$ cat src/pkg/lacc_pkg.sv
// lacc_pkg: register map, field layout and enumerations for the commutation controller.
// assumes a 32-bit apb slave whose printed offsets are word indices.
package lacc_pkg;
   localparam int LACC_AW = 10;
   // register indices (byte address is four times the index)
   localparam logic [7:0] LACC_IDX_GENCONF = 8'h00;
   localparam logic [7:0] LACC_IDX_REFCONF = 8'h01;
   localparam logic [7:0] LACC_IDX_SWVEL = 8'h1D;
   localparam logic [7:0] LACC_IDX_THRVEL = 8'h60;
   localparam logic [7:0] LACC_IDX_TIMING = 8'h61;
   localparam logic [7:0] LACC_IDX_LSTMR = 8'h62;
   localparam logic [7:0] LACC_IDX_COVLO = 8'h6C;
   localparam logic [7:0] LACC_IDX_COVHI = 8'h6D;
   localparam logic [7:0] LACC_IDX_STATUS = 8'h70;
   localparam logic [7:0] LACC_IDX_MASK = 8'h71;
   // general configuration fields
   localparam int LACC_MODE_LSB = 21;
   localparam logic [1:0] LACC_MODE_ON = 2'h1;
   localparam int LACC_FMT_LSB = 0;
   localparam logic [3:0] LACC_FMT_PULSE_A = 4'hB;
   localparam logic [3:0] LACC_FMT_PULSE_B = 4'hA;
   localparam logic [3:0] LACC_FMT_HS_A = 4'hD;
   localparam logic [3:0] LACC_FMT_HS_B = 4'hC;
   // reference configuration: automatic cover bit
   localparam int LACC_AUTOCOV_BIT = 0;
   // timing register fields
   localparam int LACC_UPPER_LSB = 0;
   localparam int LACC_STALL_LSB = 8;
   localparam int LACC_BLANK_LSB = 16;
   localparam int LACC_STALL_SHIFT = 4;
   // status bits
   localparam int LACC_ST_STALL = 0;
   localparam int LACC_ST_ACTIVE = 1;
   localparam int LACC_ST_FORCED = 2;
   localparam logic [31:0] LACC_RST_WORD = 32'h0000_0000;
   typedef enum logic [1:0] {LACC_BLANK, LACC_WAIT, LACC_MEAS} lacc_pulse_type;
endpackage

$ cat src/core/lacc_ctrl.sv
// lacc_ctrl: load-adaptive fullstep commutation controller with apb registers.
// assumes ramp velocity and step release come from the ramp generator on pclk,
// and that the driver pin and cover datagram link are synchronous to pclk.
`timescale 1ns/100ps
module lacc_ctrl
   import lacc_pkg::*;
#(
   parameter int VEL_W = 32
) (
   input wire logic pclk,
   input wire logic presetn,
   input wire logic psel,
   input wire logic penable,
   input wire logic pwrite,
   input wire logic [LACC_AW-1:0] paddr,
   input wire logic [31:0] pwdata,
   input wire logic [3:0] pstrb,
   output logic [31:0] prdata,
   output logic pready,
   output logic pslverr,
   input wire logic signed [VEL_W-1:0] ramp_velocity,
   input wire logic step_release,
   input wire logic driver_stall_in,
   input wire logic multipurpose_input_one,
   output logic multipurpose_output_two,
   output logic step_pause,
   output logic step_force,
   output logic stall_status,
   output logic [31:0] cover_data,
   output logic cover_send,
   input wire logic cover_ready,
   output logic irq
);
   logic [31:0] gen_q, gen_d, ref_q, ref_d, swv_q, swv_d, tim_q, tim_d;
   logic [31:0] lst_q, lst_d, cvl_q, cvl_d, cvh_q, cvh_d;
   logic [23:0] thr_q, thr_d;
   logic [2:0] sts_q, sts_d, msk_q, msk_d;
   logic [31:0] rd_q, rd_d;
   logic [31:0] lsc_q, lsc_d;
   logic [15:0] cnt_q, cnt_d;
   logic [12:0] on_q, on_d;
   lacc_pulse_type ps_q, ps_d;
   logic pause_q, pause_d, check_q, check_d, force_q, force_d;
   logic in_q, above_q, above_d, sent_q, sent_d, cov_q, cov_d;
   logic [31:0] cdat_q, cdat_d;

   // byte-lane merge shared by every writable word
   function automatic logic [31:0] merge(input logic [31:0] old, input logic [31:0] nw,
                                         input logic [3:0] be);
      logic [31:0] r;
      r = old;
      for (int i = 0; i < 4; i++) begin
         if (be[i]) begin
            r[i*8 +: 8] = nw[i*8 +: 8];
         end
      end
      return r;
   endfunction

   logic [7:0] idx;
   logic wr, rd, hit;
   logic [VEL_W-1:0] absv;
   logic en, act, pulse_mode, hs_mode, thr_ge, sw_above;
   logic [3:0] fmt;
   logic [12:0] stall_lim;
   logic rise, fall;
   assign idx = paddr[9:2];
   assign wr = psel & penable & pwrite;
   assign rd = psel & penable & ~pwrite;
   assign pready = 1'b1; // zero wait states
   assign absv = ramp_velocity[VEL_W-1] ? VEL_W'(-ramp_velocity) : ramp_velocity;
   assign fmt = gen_q[LACC_FMT_LSB +: 4];
   assign en = gen_q[LACC_MODE_LSB +: 2] == LACC_MODE_ON;
   assign act = en & (absv > VEL_W'(thr_q));
   assign thr_ge = absv >= VEL_W'(thr_q);
   assign pulse_mode = (fmt == LACC_FMT_PULSE_A) | (fmt == LACC_FMT_PULSE_B);
   assign hs_mode = (fmt == LACC_FMT_HS_A) | (fmt == LACC_FMT_HS_B);
   assign sw_above = absv >= VEL_W'(swv_q);
   assign stall_lim = {1'b0, tim_q[LACC_STALL_LSB +: 8], 4'h0}; // times 16
   assign rise = multipurpose_input_one & ~in_q;
   assign fall = ~multipurpose_input_one & in_q;

   always_comb begin
      hit = 1'b1;
      case (idx)
         LACC_IDX_GENCONF, LACC_IDX_REFCONF, LACC_IDX_SWVEL, LACC_IDX_THRVEL,
         LACC_IDX_TIMING, LACC_IDX_LSTMR, LACC_IDX_COVLO, LACC_IDX_COVHI,
         LACC_IDX_STATUS, LACC_IDX_MASK: hit = 1'b1;
         default: hit = 1'b0;
      endcase
   end
   assign pslverr = psel & penable & ~hit;

   // register file next state; write-only words read back as zero
   always_comb begin
      gen_d = gen_q;
      ref_d = ref_q;
      swv_d = swv_q;
      thr_d = thr_q;
      tim_d = tim_q;
      lst_d = lst_q;
      cvl_d = cvl_q;
      cvh_d = cvh_q;
      msk_d = msk_q;
      rd_d = LACC_RST_WORD;
      if (wr) begin
         case (idx)
            LACC_IDX_GENCONF: gen_d = merge(gen_q, pwdata, pstrb);
            LACC_IDX_REFCONF: ref_d = merge(ref_q, pwdata, pstrb);
            LACC_IDX_SWVEL: swv_d = merge(swv_q, pwdata, pstrb);
            LACC_IDX_THRVEL: thr_d = 24'(merge({8'h00, thr_q}, pwdata, pstrb));
            LACC_IDX_TIMING: tim_d = merge(tim_q, pwdata, pstrb);
            LACC_IDX_LSTMR: lst_d = merge(lst_q, pwdata, pstrb);
            LACC_IDX_COVLO: cvl_d = merge(cvl_q, pwdata, pstrb);
            LACC_IDX_COVHI: cvh_d = merge(cvh_q, pwdata, pstrb);
            LACC_IDX_MASK: msk_d = 3'(merge({29'h0, msk_q}, pwdata, pstrb));
            default: ;
         endcase
      end
      if (psel & ~penable & ~pwrite) begin
         case (idx)
            LACC_IDX_GENCONF: rd_d = gen_q;
            LACC_IDX_REFCONF: rd_d = ref_q;
            LACC_IDX_SWVEL: rd_d = swv_q;
            LACC_IDX_COVLO: rd_d = cvl_q;
            LACC_IDX_COVHI: rd_d = cvh_q;
            LACC_IDX_STATUS: rd_d = {29'h0, sts_q};
            LACC_IDX_MASK: rd_d = {29'h0, msk_q};
            default: rd_d = LACC_RST_WORD;
         endcase
      end
   end
   assign prdata = rd_q;

   // pulse supervision: blank after release, then time pulses on the input pin
   always_comb begin
      ps_d = ps_q;
      cnt_d = cnt_q;
      on_d = on_q;
      check_d = check_q;
      pause_d = pause_q;
      if (step_release | step_force) begin
         ps_d = LACC_BLANK;
         cnt_d = 16'h0000;
         check_d = 1'b1;
      end else begin
         case (ps_q)
            LACC_BLANK: begin
               if (cnt_q >= tim_q[LACC_BLANK_LSB +: 16]) begin
                  ps_d = LACC_WAIT;
               end else begin
                  cnt_d = cnt_q + 16'h0001;
               end
            end
            LACC_WAIT: begin
               if (rise) begin
                  ps_d = LACC_MEAS;
                  on_d = 13'h0000;
               end
            end
            LACC_MEAS: begin
               if (fall) begin
                  ps_d = LACC_WAIT;
                  check_d = 1'b0;
               end else if (on_q != 13'h1FFF) begin
                  on_d = on_q + 13'h0001;
               end
            end
            default: ps_d = LACC_BLANK;
         endcase
      end
      // overload pause: a pulse reaching the upper limit halts steps until one ends short
      if (~(act & pulse_mode)) begin
         pause_d = 1'b0;
      end else if (ps_q == LACC_MEAS && on_q >= {5'h00, tim_q[LACC_UPPER_LSB +: 8]}) begin
         pause_d = 1'b1;
      end else if (ps_q == LACC_MEAS && fall) begin
         pause_d = 1'b0;
      end
   end

   // low speed timer forces a step while the pause is held
   always_comb begin
      lsc_d = lsc_q;
      force_d = 1'b0;
      if (~en | ~pause_q | step_release) begin
         lsc_d = 32'h0000_0000;
      end else if (lsc_q + 32'h0000_0001 >= lst_q) begin // a zero word forces every cycle
         lsc_d = 32'h0000_0000;
         force_d = 1'b1;
      end else begin
         lsc_d = lsc_q + 32'h0000_0001;
      end
   end

   // sticky status: a read clears only the bits it returned, so an event landing
   // in the setup cycle is not lost; a set in the access cycle wins as well
   logic ev_stall;
   assign ev_stall = pulse_mode & act & check_q & (ps_q == LACC_MEAS) & fall
                     & (on_q < stall_lim);
   always_comb begin
      sts_d = sts_q;
      if (rd && idx == LACC_IDX_STATUS) begin
         sts_d = sts_q & ~rd_q[2:0];
      end
      if (ev_stall) begin
         sts_d[LACC_ST_STALL] = 1'b1;
      end
      if (act & ~above_q) begin
         sts_d[LACC_ST_ACTIVE] = 1'b1;
      end
      if (force_q) begin
         sts_d[LACC_ST_FORCED] = 1'b1;
      end
   end

   // cover datagram choice on each crossing of the switch velocity
   always_comb begin
      above_d = act;
      sent_d = sent_q;
      cov_d = cov_q;
      cdat_d = cdat_q;
      if (cov_q & cover_ready) begin
         cov_d = 1'b0;
      end
      if (ref_q[LACC_AUTOCOV_BIT] & ~cov_q & (sw_above != sent_q)) begin
         cov_d = 1'b1;
         sent_d = sw_above;
         cdat_d = sw_above ? cvh_q : cvl_q;
      end
   end

   always_ff @(posedge pclk or negedge presetn) begin
      if (!presetn) begin
         gen_q <= LACC_RST_WORD;
         ref_q <= LACC_RST_WORD;
         swv_q <= LACC_RST_WORD;
         thr_q <= 24'h000000;
         tim_q <= LACC_RST_WORD;
         lst_q <= LACC_RST_WORD;
         cvl_q <= LACC_RST_WORD;
         cvh_q <= LACC_RST_WORD;
         msk_q <= 3'h0;
         sts_q <= 3'h0;
         rd_q <= LACC_RST_WORD;
         ps_q <= LACC_BLANK;
         cnt_q <= 16'h0000;
         on_q <= 13'h0000;
         check_q <= 1'b0;
         pause_q <= 1'b0;
         lsc_q <= 32'h0000_0000;
         force_q <= 1'b0;
         in_q <= 1'b0;
         above_q <= 1'b0;
         sent_q <= 1'b0;
         cov_q <= 1'b0;
         cdat_q <= LACC_RST_WORD;
      end else begin
         gen_q <= gen_d;
         ref_q <= ref_d;
         swv_q <= swv_d;
         thr_q <= thr_d;
         tim_q <= tim_d;
         lst_q <= lst_d;
         cvl_q <= cvl_d;
         cvh_q <= cvh_d;
         msk_q <= msk_d;
         sts_q <= sts_d;
         rd_q <= rd_d;
         ps_q <= ps_d;
         cnt_q <= cnt_d;
         on_q <= on_d;
         check_q <= check_d;
         pause_q <= pause_d;
         lsc_q <= lsc_d;
         force_q <= force_d;
         in_q <= multipurpose_input_one;
         above_q <= above_d;
         sent_q <= sent_d;
         cov_q <= cov_d;
         cdat_q <= cdat_d;
      end
   end

   // handshake drivers commutate themselves, so no pause is applied there
   assign multipurpose_output_two = hs_mode & en & thr_ge;
   assign step_pause = pause_q & pulse_mode;
   assign step_force = force_q;
   assign stall_status = pulse_mode ? sts_q[LACC_ST_STALL] : driver_stall_in;
   assign cover_data = cdat_q;
   assign cover_send = cov_q;
   assign irq = |(sts_q & msk_q);
endmodule

$ cat config.mk
export PLATFORM = sky130hd
export DESIGN_NAME = lacc_ctrl
export DESIGN_NICKNAME = d
export VERILOG_FILES = /design/src/pkg/lacc_pkg.sv /design/src/core/lacc_ctrl.sv
export SDC_FILE = /design/constraint.sdc
export NUM_CORES = 1
export LEC_CHECK = 0
export ABC_AREA = 0
export BUFFER_PORTS_ARGS = -buffer_cell sky130_fd_sc_hd__buf_2
export CAP_MARGIN = 20
export CORE_AREA = 2 2 227 229
export DETAILED_ROUTE_END_ITERATION = 8
export DIE_AREA = 0 0 229 231
export PLACE_DENSITY_LB_ADDON = 0.2
export SYNTH_ARGS = -nofsm -noshare
export SYNTH_HDL_FRONTEND = slang
export SYNTH_SLANG_ARGS = --single-unit
$ cat constraint.sdc
create_clock -name pclk -period 3.4 [get_ports pclk]
set_input_delay 0.34 -clock pclk [delete_from_list [all_inputs] [get_ports pclk]]
set_output_delay 0.34 -clock pclk [all_outputs]
set_load 0.1 [all_outputs]
=== Word-level counts from Yosys, hierarchy flattened ===
Cells that the tools add are included.

* Reductions and logical operators: 51
* Muxes and demuxes: 34
* Order comparisons: 7
* Equal/unequal tests: 26
* Add/subtract/negate cells: 4
* Bitwise gates (word level): 39

{| class="wikitable"
|+ Operators by type and width
! kind !! count
|-
| $pmux W32 S7 || 1
|-
| $mux W32 || 5
|-
| $reduce_and A3 Y1 || 33
|-
| $ge A32 B32 Y1 || 2
|-
| $eq A8 B7 Y1 const B || 7
|-
| $mux W16 || 3
|-
| $mux W13 || 3
|-
| $add A32 B1 Y32 const B || 1
|-
| $ge A32 B24 Y1 || 1
|-
| $gt A32 B24 Y1 || 1
|-
| $neg A32 Y32 || 1
|-
| $pmux W13 S2 || 1
|-
| $and A1 B1 Y1 || 21
|-
| $add A16 B1 Y16 const B || 1
|-
| $eq A4 B4 Y1 const B || 4
|-
| $ge A16 B16 Y1 || 1
|-
| $reduce_bool A2 Y1 || 8
|-
| $mux W1 || 15
|-
| $add A13 B1 Y13 const B || 1
|-
| $ge A13 B8 Y1 || 1
|-
| $lt A13 B12 Y1 || 1
|-
| $ne A13 B13 Y1 const B || 1
|-
| $not A1 Y1 || 10
|-
| $reduce_or A10 Y1 || 1
|-
| other kinds (20) || 37
|}

* Output and inout bits: 72
* Word-level logic and storage cells: 209
* Bits in registers: 388
* Input port bits: 87

=== Logic depth before layout (Yosys ltp) ===
Gate-level depths: netlist of the first run.

* Depth after elaboration: 10
* Gate-level depth with buffers: 20

=== Least setup slack after synthesis of the first run ===
Ideal clock, no wire load.

* Kind: input to output
* Start: input port paddr[9]
* End: output port pslverr
* Cell stages on the path: 7
* Buffers on the path: 1
* Data arrival time: 5.839 ns
* Data required time: 3.060 ns
* Setup slack: -2.779 ns
* Cell sequence: nand3b_1 -> nor2_1 -> and3_1 -> clkbuf_1 -> nor4_1 -> nand2_1 -> a2111oi_0

* Longest elaborated chain between the ends: 5

{| class="wikitable"
|+ Ends and longest elaborated chain
! element !! line !! RTL
|-
| start: declaration || lacc_ctrl.sv:15 || <nowiki>input wire logic [LACC_AW-1:0] paddr,</nowiki>
|-
| $eq A8 B7 Y1, or another cell as far along || lacc_ctrl.sv:85 || <nowiki>case (idx)</nowiki>
|-
| $reduce_or A10 Y1 * || lacc_ctrl.sv:85 ||
|-
| $mux W1 * || lacc_ctrl.sv:85 ||
|-
| $not A1 Y1 * || lacc_ctrl.sv:92 || <nowiki>assign pslverr = psel & penable & ~hit;</nowiki>
|-
| $and A1 B1 Y1 * || lacc_ctrl.sv:92 ||
|-
| end: declaration || lacc_ctrl.sv:20 || <nowiki>output logic pslverr,</nowiki>
|}

Mark *: on every way between the ends. The rest lies on a longest branch, timed or not.

=== Worst setup path in the final report of the first run ===
* Start: input port ramp_velocity[12]
* End: register cdat_q[28], in the netlist cover_data[28]

* Longest elaborated chain between the ends: 5

{| class="wikitable"
|+ Ends and longest elaborated chain
! element !! line !! RTL
|-
| start: declaration || lacc_ctrl.sv:21 || <nowiki>input wire logic signed [VEL_W-1:0] ramp_velocity,</nowiki>
|-
| $neg A32 Y32 || lacc_ctrl.sv:71 || <nowiki>assign absv = ramp_velocity[VEL_W-1] ? VEL_W'(-ramp_velocity) : ramp_velocity;</nowiki>
|-
| $mux W32 * || lacc_ctrl.sv:71 ||
|-
| $ge A32 B32 Y1 * || lacc_ctrl.sv:78 || <nowiki>assign sw_above = absv >= VEL_W'(swv_q);</nowiki>
|-
| $ne A1 B1 Y1 || lacc_ctrl.sv:226 || <nowiki>if (ref_q[LACC_AUTOCOV_BIT] & ~cov_q & (sw_above != sent_q)) begin</nowiki>
|-
| $and A1 B1 Y1 || lacc_ctrl.sv:226 ||
|-
| end signal: assignment || lacc_ctrl.sv:281 || <nowiki>cdat_q <= cdat_d;</nowiki>
|-
| end: declaration || lacc_ctrl.sv:45 || <nowiki>logic [31:0] cdat_q, cdat_d;</nowiki>
|}

Marks and branches as above.
A chain may end at the register's enable or synchronous reset.

==> metrics.txt, run 1 <==
routability-driven placement congestion ratio=about 0.89; GRT Resource Usage Total=roughly 22%; core area=around 0.051 mm2; Leakage=roughly 0.012 uW; Worst-Margin Slew=773 ps; vias in the first global route=roughly 15000; clk slew on worst S/H paths=~60 ps; pre-CTS setup slack=-1350 ps; share of cells above drive strength 1=between 30% and 40%; DR iter-0 viols=960; clk_lat worst skew=~580 ps; CP max FO=23; Max Cap Viol=0; Hold WS=around 140 ps; async set or reset register ratio after synthesis=100%; Syn Area/Cell=roughly 11 um2; fill count=~4600; Sink Count=388; die width=between 200 and 250 um; minimum clock period=4080 ps; CP arrival=4520 ps; Worst setup EP type=flop; synthesized net count=slightly below 2000; Relative slew margins=approximately 48%; Setup CP Type=input port to flop; RSZ-0062 raised after global routing=yes; failing checks=negative setup slack; worst clock skew=roughly 30 ps; Switching Fraction=approximately 27%; Post-synth EDFFs=0; final WL=58800 um; startpoint class of the critical path=input port; largest net degree at the start of global routing=85; Placed Area=between 0.02 and 0.025 mm2; root buf cell=clkbuf_16; post-route antenna net violation count=0; VDD IR max=between 300 and 400 uV; main flop type after synthesis=dfrtp_1; drt wl/cell=~21 um; fin worst setup slack=-675 ps; die span in y=approximately 230 um; Clk pwr share=a little over two fifths; nets=roughly 2300; # rows=83; Final Hold Fails=0; initial antenna violation count=5; final setup fails=66; Synth warnings=0; Slew Viols, Final=0; FF/Latch Area=0.00971 mm2; via count=15100; Comb pwr share=13.5%; Pre-Repair DR Iteration Count=5; area delta synth->final=25.3%; cell count after synthesis=1738; CTS max path bufs=3; Via density=around 5.5; multi-input logic area=~0.010 mm2; Reg power frac=between 40% and 50%; Overflow after GRT=0; H-tree Lvls=2; Int Power=about 7900 uW; Distinct cells, synth=63; outcome=complete, but fails checks; Final Power=between 10000 and 15000 uW; cell area after synthesis=0.0199 mm2; Ports=~160; Initial Util=between 30% and 40%; Buffers on Ports=about 160; worst hold-check path type=input port to flop; FMAX=around 250 MHz; first-pass GRT wire length=a little over 90000 um; fin util=between 40% and 50%; Pwr Density=438 mW/mm2; DRC viols=0; flops & latches, synth=388; CTS buffer count=43; crit share post-route=120%; die footprint=around 0.053 mm2; DPL Wire Length=about 42000 um; CTS tree=yes; Seq/Total Area, Yosys=roughly half; Required @ worst endpoint=3850 ps; final instance area=around 0.025 mm2; P_sw=3000 uW
## logic make-up after synthesis
kind of cell | count (synthesis) | synth area share, %
flops | 388 | 48.8
simple gates | 356 | 9.37
compound gates | 335 | 12.3
mux | 255 | 14.4
buf+inv | 201 | 3.85
fa+ha+maj | 127 | 7.99
xor+xnor | 75 | 3.30
other cells | 1 | 0.0188
## state kept, by name (all words and copies together), names as in the netlist, 2 cells and up
name,count
cnt_q,16
swv_q,32
sts_q,3
msk_q,3
cvl_q,32
lsc_q,32
gen_q,32
on_q,13
thr_q,24
tim_q,32
lst_q,32
cvh_q,32
prdata,32
ps_q,2
ref_q,32
cover_data,32
## synth_stat cells, drive strengths merged (13+ instances only)
| master | number | area share [%] |
|---|---|---|
| mux2 | 252 | 14 |
| inv | 139 | 2.6 |
| nand2 | 100 | 1.9 |
| nand2b | 15 | 0.47 |
| o22a | 32 | 1.4 |
| o21a | 35 | 1.3 |
| a22oi | 35 | 1.3 |
| a211oi | 13 | 0.49 |
| clkbuf | 57 | 1.1 |
| dfrtp | 388 | 49 |
| a21o | 25 | 0.94 |
| ha | 127 | 8.0 |
| and3 | 13 | 0.41 |
| nand3 | 32 | 0.83 |
| nor3 | 24 | 0.60 |
| nor2 | 56 | 1.1 |
| o31ai | 13 | 0.56 |
| a21oi | 64 | 1.6 |
| a222oi | 33 | 1.7 |
| nor3b | 31 | 1.2 |
| xnor2 | 57 | 2.5 |
| nand4 | 28 | 0.88 |
| o21ai | 41 | 1.0 |
| xor2 | 18 | 0.79 |
## area by class of cell
cell class / instances / area share, %
inverters: 139 / 2.09
repair buffers: 328 / 9.36
clock buffers: 63 / 5.18
well taps: 680 / 3.41
flip-flops and latches: 388 / 38.9
clock inverters: 16 / 0.507
diodes: 2 / 0.0201
multi-input cells: 1149 / 40.5
## timing repair
| action | 4_1_cts | 5_1_grt |
|---|---|---|
| buffers inserted | 14 | 12 |
| hold endpoints to repair | 77 | 0 |
| cloned | 4 | 0 |
| endpoints found under the setup margin | 72 | 72 |
| gates resized for setup | 88 | 48 |
| pin swaps | 36 | 46 |
| hold buffers | 2 | 0 |
## layer usage
layer | track usage (%) | share of wire (%) | vias up
li1 | - | - | 6968
met4 | 7.75 | 2.9 | 2
met1 | 30.2 | 45 | 7665
met2 | 36.1 | 47 | 388
met5 | 0 | 0.022 | -
met3 | 3.72 | 4.5 | 99
## layout by cell type, fill, tap and decap left out, types with 32 or more instances in the layout
master	Yosys	final
dfrtp_1	388	388
mux2_2	252	252
buf_4	1	153
buf_2	0	152
inv_1	139	139
ha_1	127	124
nand2_1	100	97
a21oi_1	64	57
nor2_1	56	52
xnor2_1	57	48
clkbuf_16	0	44
a22oi_1	35	35
o21a_1	35	35
a222oi_1	33	33
o22a_1	32	32
## worst max-delay path, stage by stage
cell      delay, ps
buf_6            90
or4_4           580
or4_4           450
or2_4           270
buf_6           130
o41ai_4         280
xor2_1          230
inv_1            70
ha_1            270
nand4_1         190
nor4_4          260
nor3b_2         240
a211oi_2        120
or3_4           450
buf_12          190
o22a_1          220
o21a_1          100
## worst paths after layout
check | from | end | slack (ps) | cells after the start
max | ramp_velocity[12] | cover_data[28] | -680 | 17
min | cover_ready | cover_send | 140 | 3
max in group asynchronous | presetn | gen_q[25] | 2070 | 3
min in group asynchronous | presetn | lsc_q[26] | 370 | 2
min reg2reg | above_q | sts_q[1] | 450 | 1
max reg2reg | lsc_q[6] | lsc_q[2] | -160 | 18
## per-stage QoR
stage	std cells	setup TNS [ps]
after floorplan	1738	-25030
after global placement	2654	-52830
after detailed placement	2655	-55820
after CTS	2754	-21010
after global routing	2765	-34930
final	2765	-24880
## power by group through the flow
stage / sequential (uW) / clock, uW / combinational, uW
global route: 4790 / 4960 / 1590
floorplan: 5110 / 0 / 488
CTS: 4780 / 4780 / 1440
detailed placement: 4860 / 0 / 1310
finish: 4780 / 4670 / 1470
global placement: 4860 / 0 / 1280
Note: power is estimated with default switching activity, not from simulation.
==> run 2, diff against run 1 <==
Settings changed: CELL_PAD_IN_SITES_DETAIL_PLACEMENT set to 1, CELL_PAD_IN_SITES_GLOBAL_PLACEMENT set to 2, CORE_AREA 2 2 227 229 to 2 2 235 237, DIE_AREA 0 0 229 231 to 0 0 237 239, GPL_TIMING_DRIVEN set to 0.
==> metrics.txt, run 2 (synthesized netlist as in run 1, its figures left out) <==
die footprint=0.0566 mm2 (+7.1%); Via density=5.44 (-0.57%); fill count=5737 (+24%); post-route antenna net violation count=0 (unchanged); DRC viols=0 (unchanged); Fin Setup TNS=-31250 ps (-6370 ps); root buf cell=clkbuf_16; clk slew on worst S/H paths=60 ps (about the same); Slew Viols, Final=0 (unchanged); CTS max path bufs=3 (unchanged); share of cells above drive strength 1=32.8% (-4.1 points); drt wl/cell=23.1 um (+8.7%); worst hold-check path type=input port to flop; DR iter-0 viols=851 (-11%); VDD IR max=323 uV (-1.2%); CTS tree=yes; Sink Count=388 (unchanged); Initial Util=36.6% (-2.6 points); CP max FO=10 (-57%); routability-driven placement congestion ratio=0.815 (-8.7%); H-tree Lvls=2 (unchanged); final setup fails=66 (unchanged); slowest CP cell=or4_4; reg-to-reg slack, setup=-280 ps (-120 ps); pre-CTS setup slack=-2270 ps (-920 ps); Overflow after GRT=0 (unchanged); most frequent cells in the layout=dfrtp_1, mux2_2, buf_2; Worst-Margin Slew=1140 ps (+365 ps); Pre-Repair DR Iteration Count=6 (+1); Ports=159 (unchanged); final instance area=0.0246 mm2 (-1.4%); Placed Area=0.0218 mm2 (-3.6%); via count=14900 (-1.8%); clk_lat worst skew=580 ps (about the same); Setup CP Type=input port to flop; initial antenna violation count=7 (+2); # rows=86 (+3.6%); Worst setup EP type=flop; vias in the first global route=16000 (+3.1%); core area=0.0543 mm2 (+7.2%); die width=237 um (+3.5%); largest net degree at the start of global routing=128 (+51%); worst-path cell chain=buf_8 > or4_4 > or4_4 > or2_1 > buf_6 > buf_4 > o31ai_4 > xnor2_2 > ha_1 > nand4_1 > nor4_4 > a221oi_2 > o41ai_4 > a211oi_4 > nand4b_1 > buf_4 > buf_4 > o22a_1 > o21a_1; crit path buf inv count=5 (+1); nets=2205 (-2.6%); final WL=63200 um (+7.4%); startpoint class of the critical path=input port; Max Cap Viol=0 (unchanged); GRT Resource Usage Total=22.6% (+0.31 points); Buffers on Ports=154 (-0.65%); Leakage=0.0116 uW (-3.4%); die span in y=239 um (+3.5%); most frequent CP cell=buf_4; DPL Wire Length=46900 um (+11%); Relative slew margins=24.1% (-24 points); RSZ-0062 raised after global routing=yes; CTS buffer count=45 (+4.7%); crit share post-route=123% (+3.3 points); area delta synth->final=23.6%; fin worst setup slack=-787 ps (-112 ps); CP arrival=4650 ps (+130 ps); failing checks=negative setup slack; most common cell after layout, fill and taps aside=dfrtp_1; Pwr Density=450 mW/mm2 (+2.9%); FMAX=239 MHz (-2.7%); Top delay family on crit path=simple AND/OR/NAND/NOR gates; worst clock skew=22.4 ps (-7.66 ps); minimum clock period=4190 ps (+112 ps); Final Hold Fails=0 (unchanged); Required @ worst endpoint=3870 ps (+20 ps); max incr delay on CP=530 ps (-50 ps); outcome=complete, but fails checks; first-pass GRT wire length=97100 um (+7.3%)
run 2: worst paths after layout:
| kind | from | to | depth (start not counted) |
|---|---|---|---|
| setup / recovery | ramp_velocity[13] | cover_data[11] | 19 |
| hold / removal | step_release | cnt_q[6] | 3 |
| setup reg to reg | lsc_q[3] | lsc_q[11] | 15 |
| hold reg to reg | above_q | sts_q[1] | 1 |
| max in group asynchronous | presetn | on_q[1] | 4 |
| min in group asynchronous | presetn | lsc_q[26] | 2 |
run 2: worst reg2reg max path, delay by kind of cell, from the launching register on:
kind / cells / cell delay, ps
AOI/OAI and AO/OA: 4 / 920
xor gates and xnor gates: 1 / 210
adders and majority gates: 1 / 230
buffers and inverters: 2 / 350
DFF: 1 / 370
and+or+nand+nor: 7 / 1530
run 2: stage by stage:
stage	hold WS (ps)	utilization (%)	total power [uW]	std cells
final	103	45.3	11100	2732
after global routing	108	45.3	11500	2732
after CTS	67.8	44.6	11200	2717
after detailed placement	394	40.0	6110	2601
after global placement	409	39.8	6070	2596
after floorplan	44.4	-	5600	1738
run 2: repair_timing:
action / 4_1_cts / 5_1_grt
buffers inserted: 27 / 15
pin swaps: 59 / 38
hold buffers: 2 / 0
setup endpoints to repair: 72 / 73
hold endpoints to repair: 78 / 0
cloned: 7 / 0
resized for setup: 133 / 52
run 2: metal layers:
metal	routed length [um]	up-vias	global-route usage, %
met4	1860	2	7.90
li1	-	6844	-
met1	28800	7627	30.2
met3	1970	92	2.61
met2	30500	291	37.9
met5	8	-	0
run 2: final cells by class:
class | instances | area (um2) | area share, %
multi-input cells | 1149 | 10100 | 41.2
flip-flops and latches | 388 | 9710 | 39.5
repair buffers | 209 | 1430 | 5.83
clock buffers | 64 | 1290 | 5.24
well taps | 704 | 881 | 3.58
inverters | 139 | 522 | 2.12
plain buffers | 59 | 434 | 1.77
clock inverters | 19 | 190 | 0.773
diodes | 1 | 2.50 | 0.0102
run 2: power breakdown:
| part | switching [uW] | total, uW | internal [uW] |
|---|---|---|---|
| clock | 2020 | 4890 | 2870 |
| sequential | 76.3 | 4780 | 4700 |
| combinational | 966 | 1410 | 446 |
| total | 3060 | 11100 | 8020 |
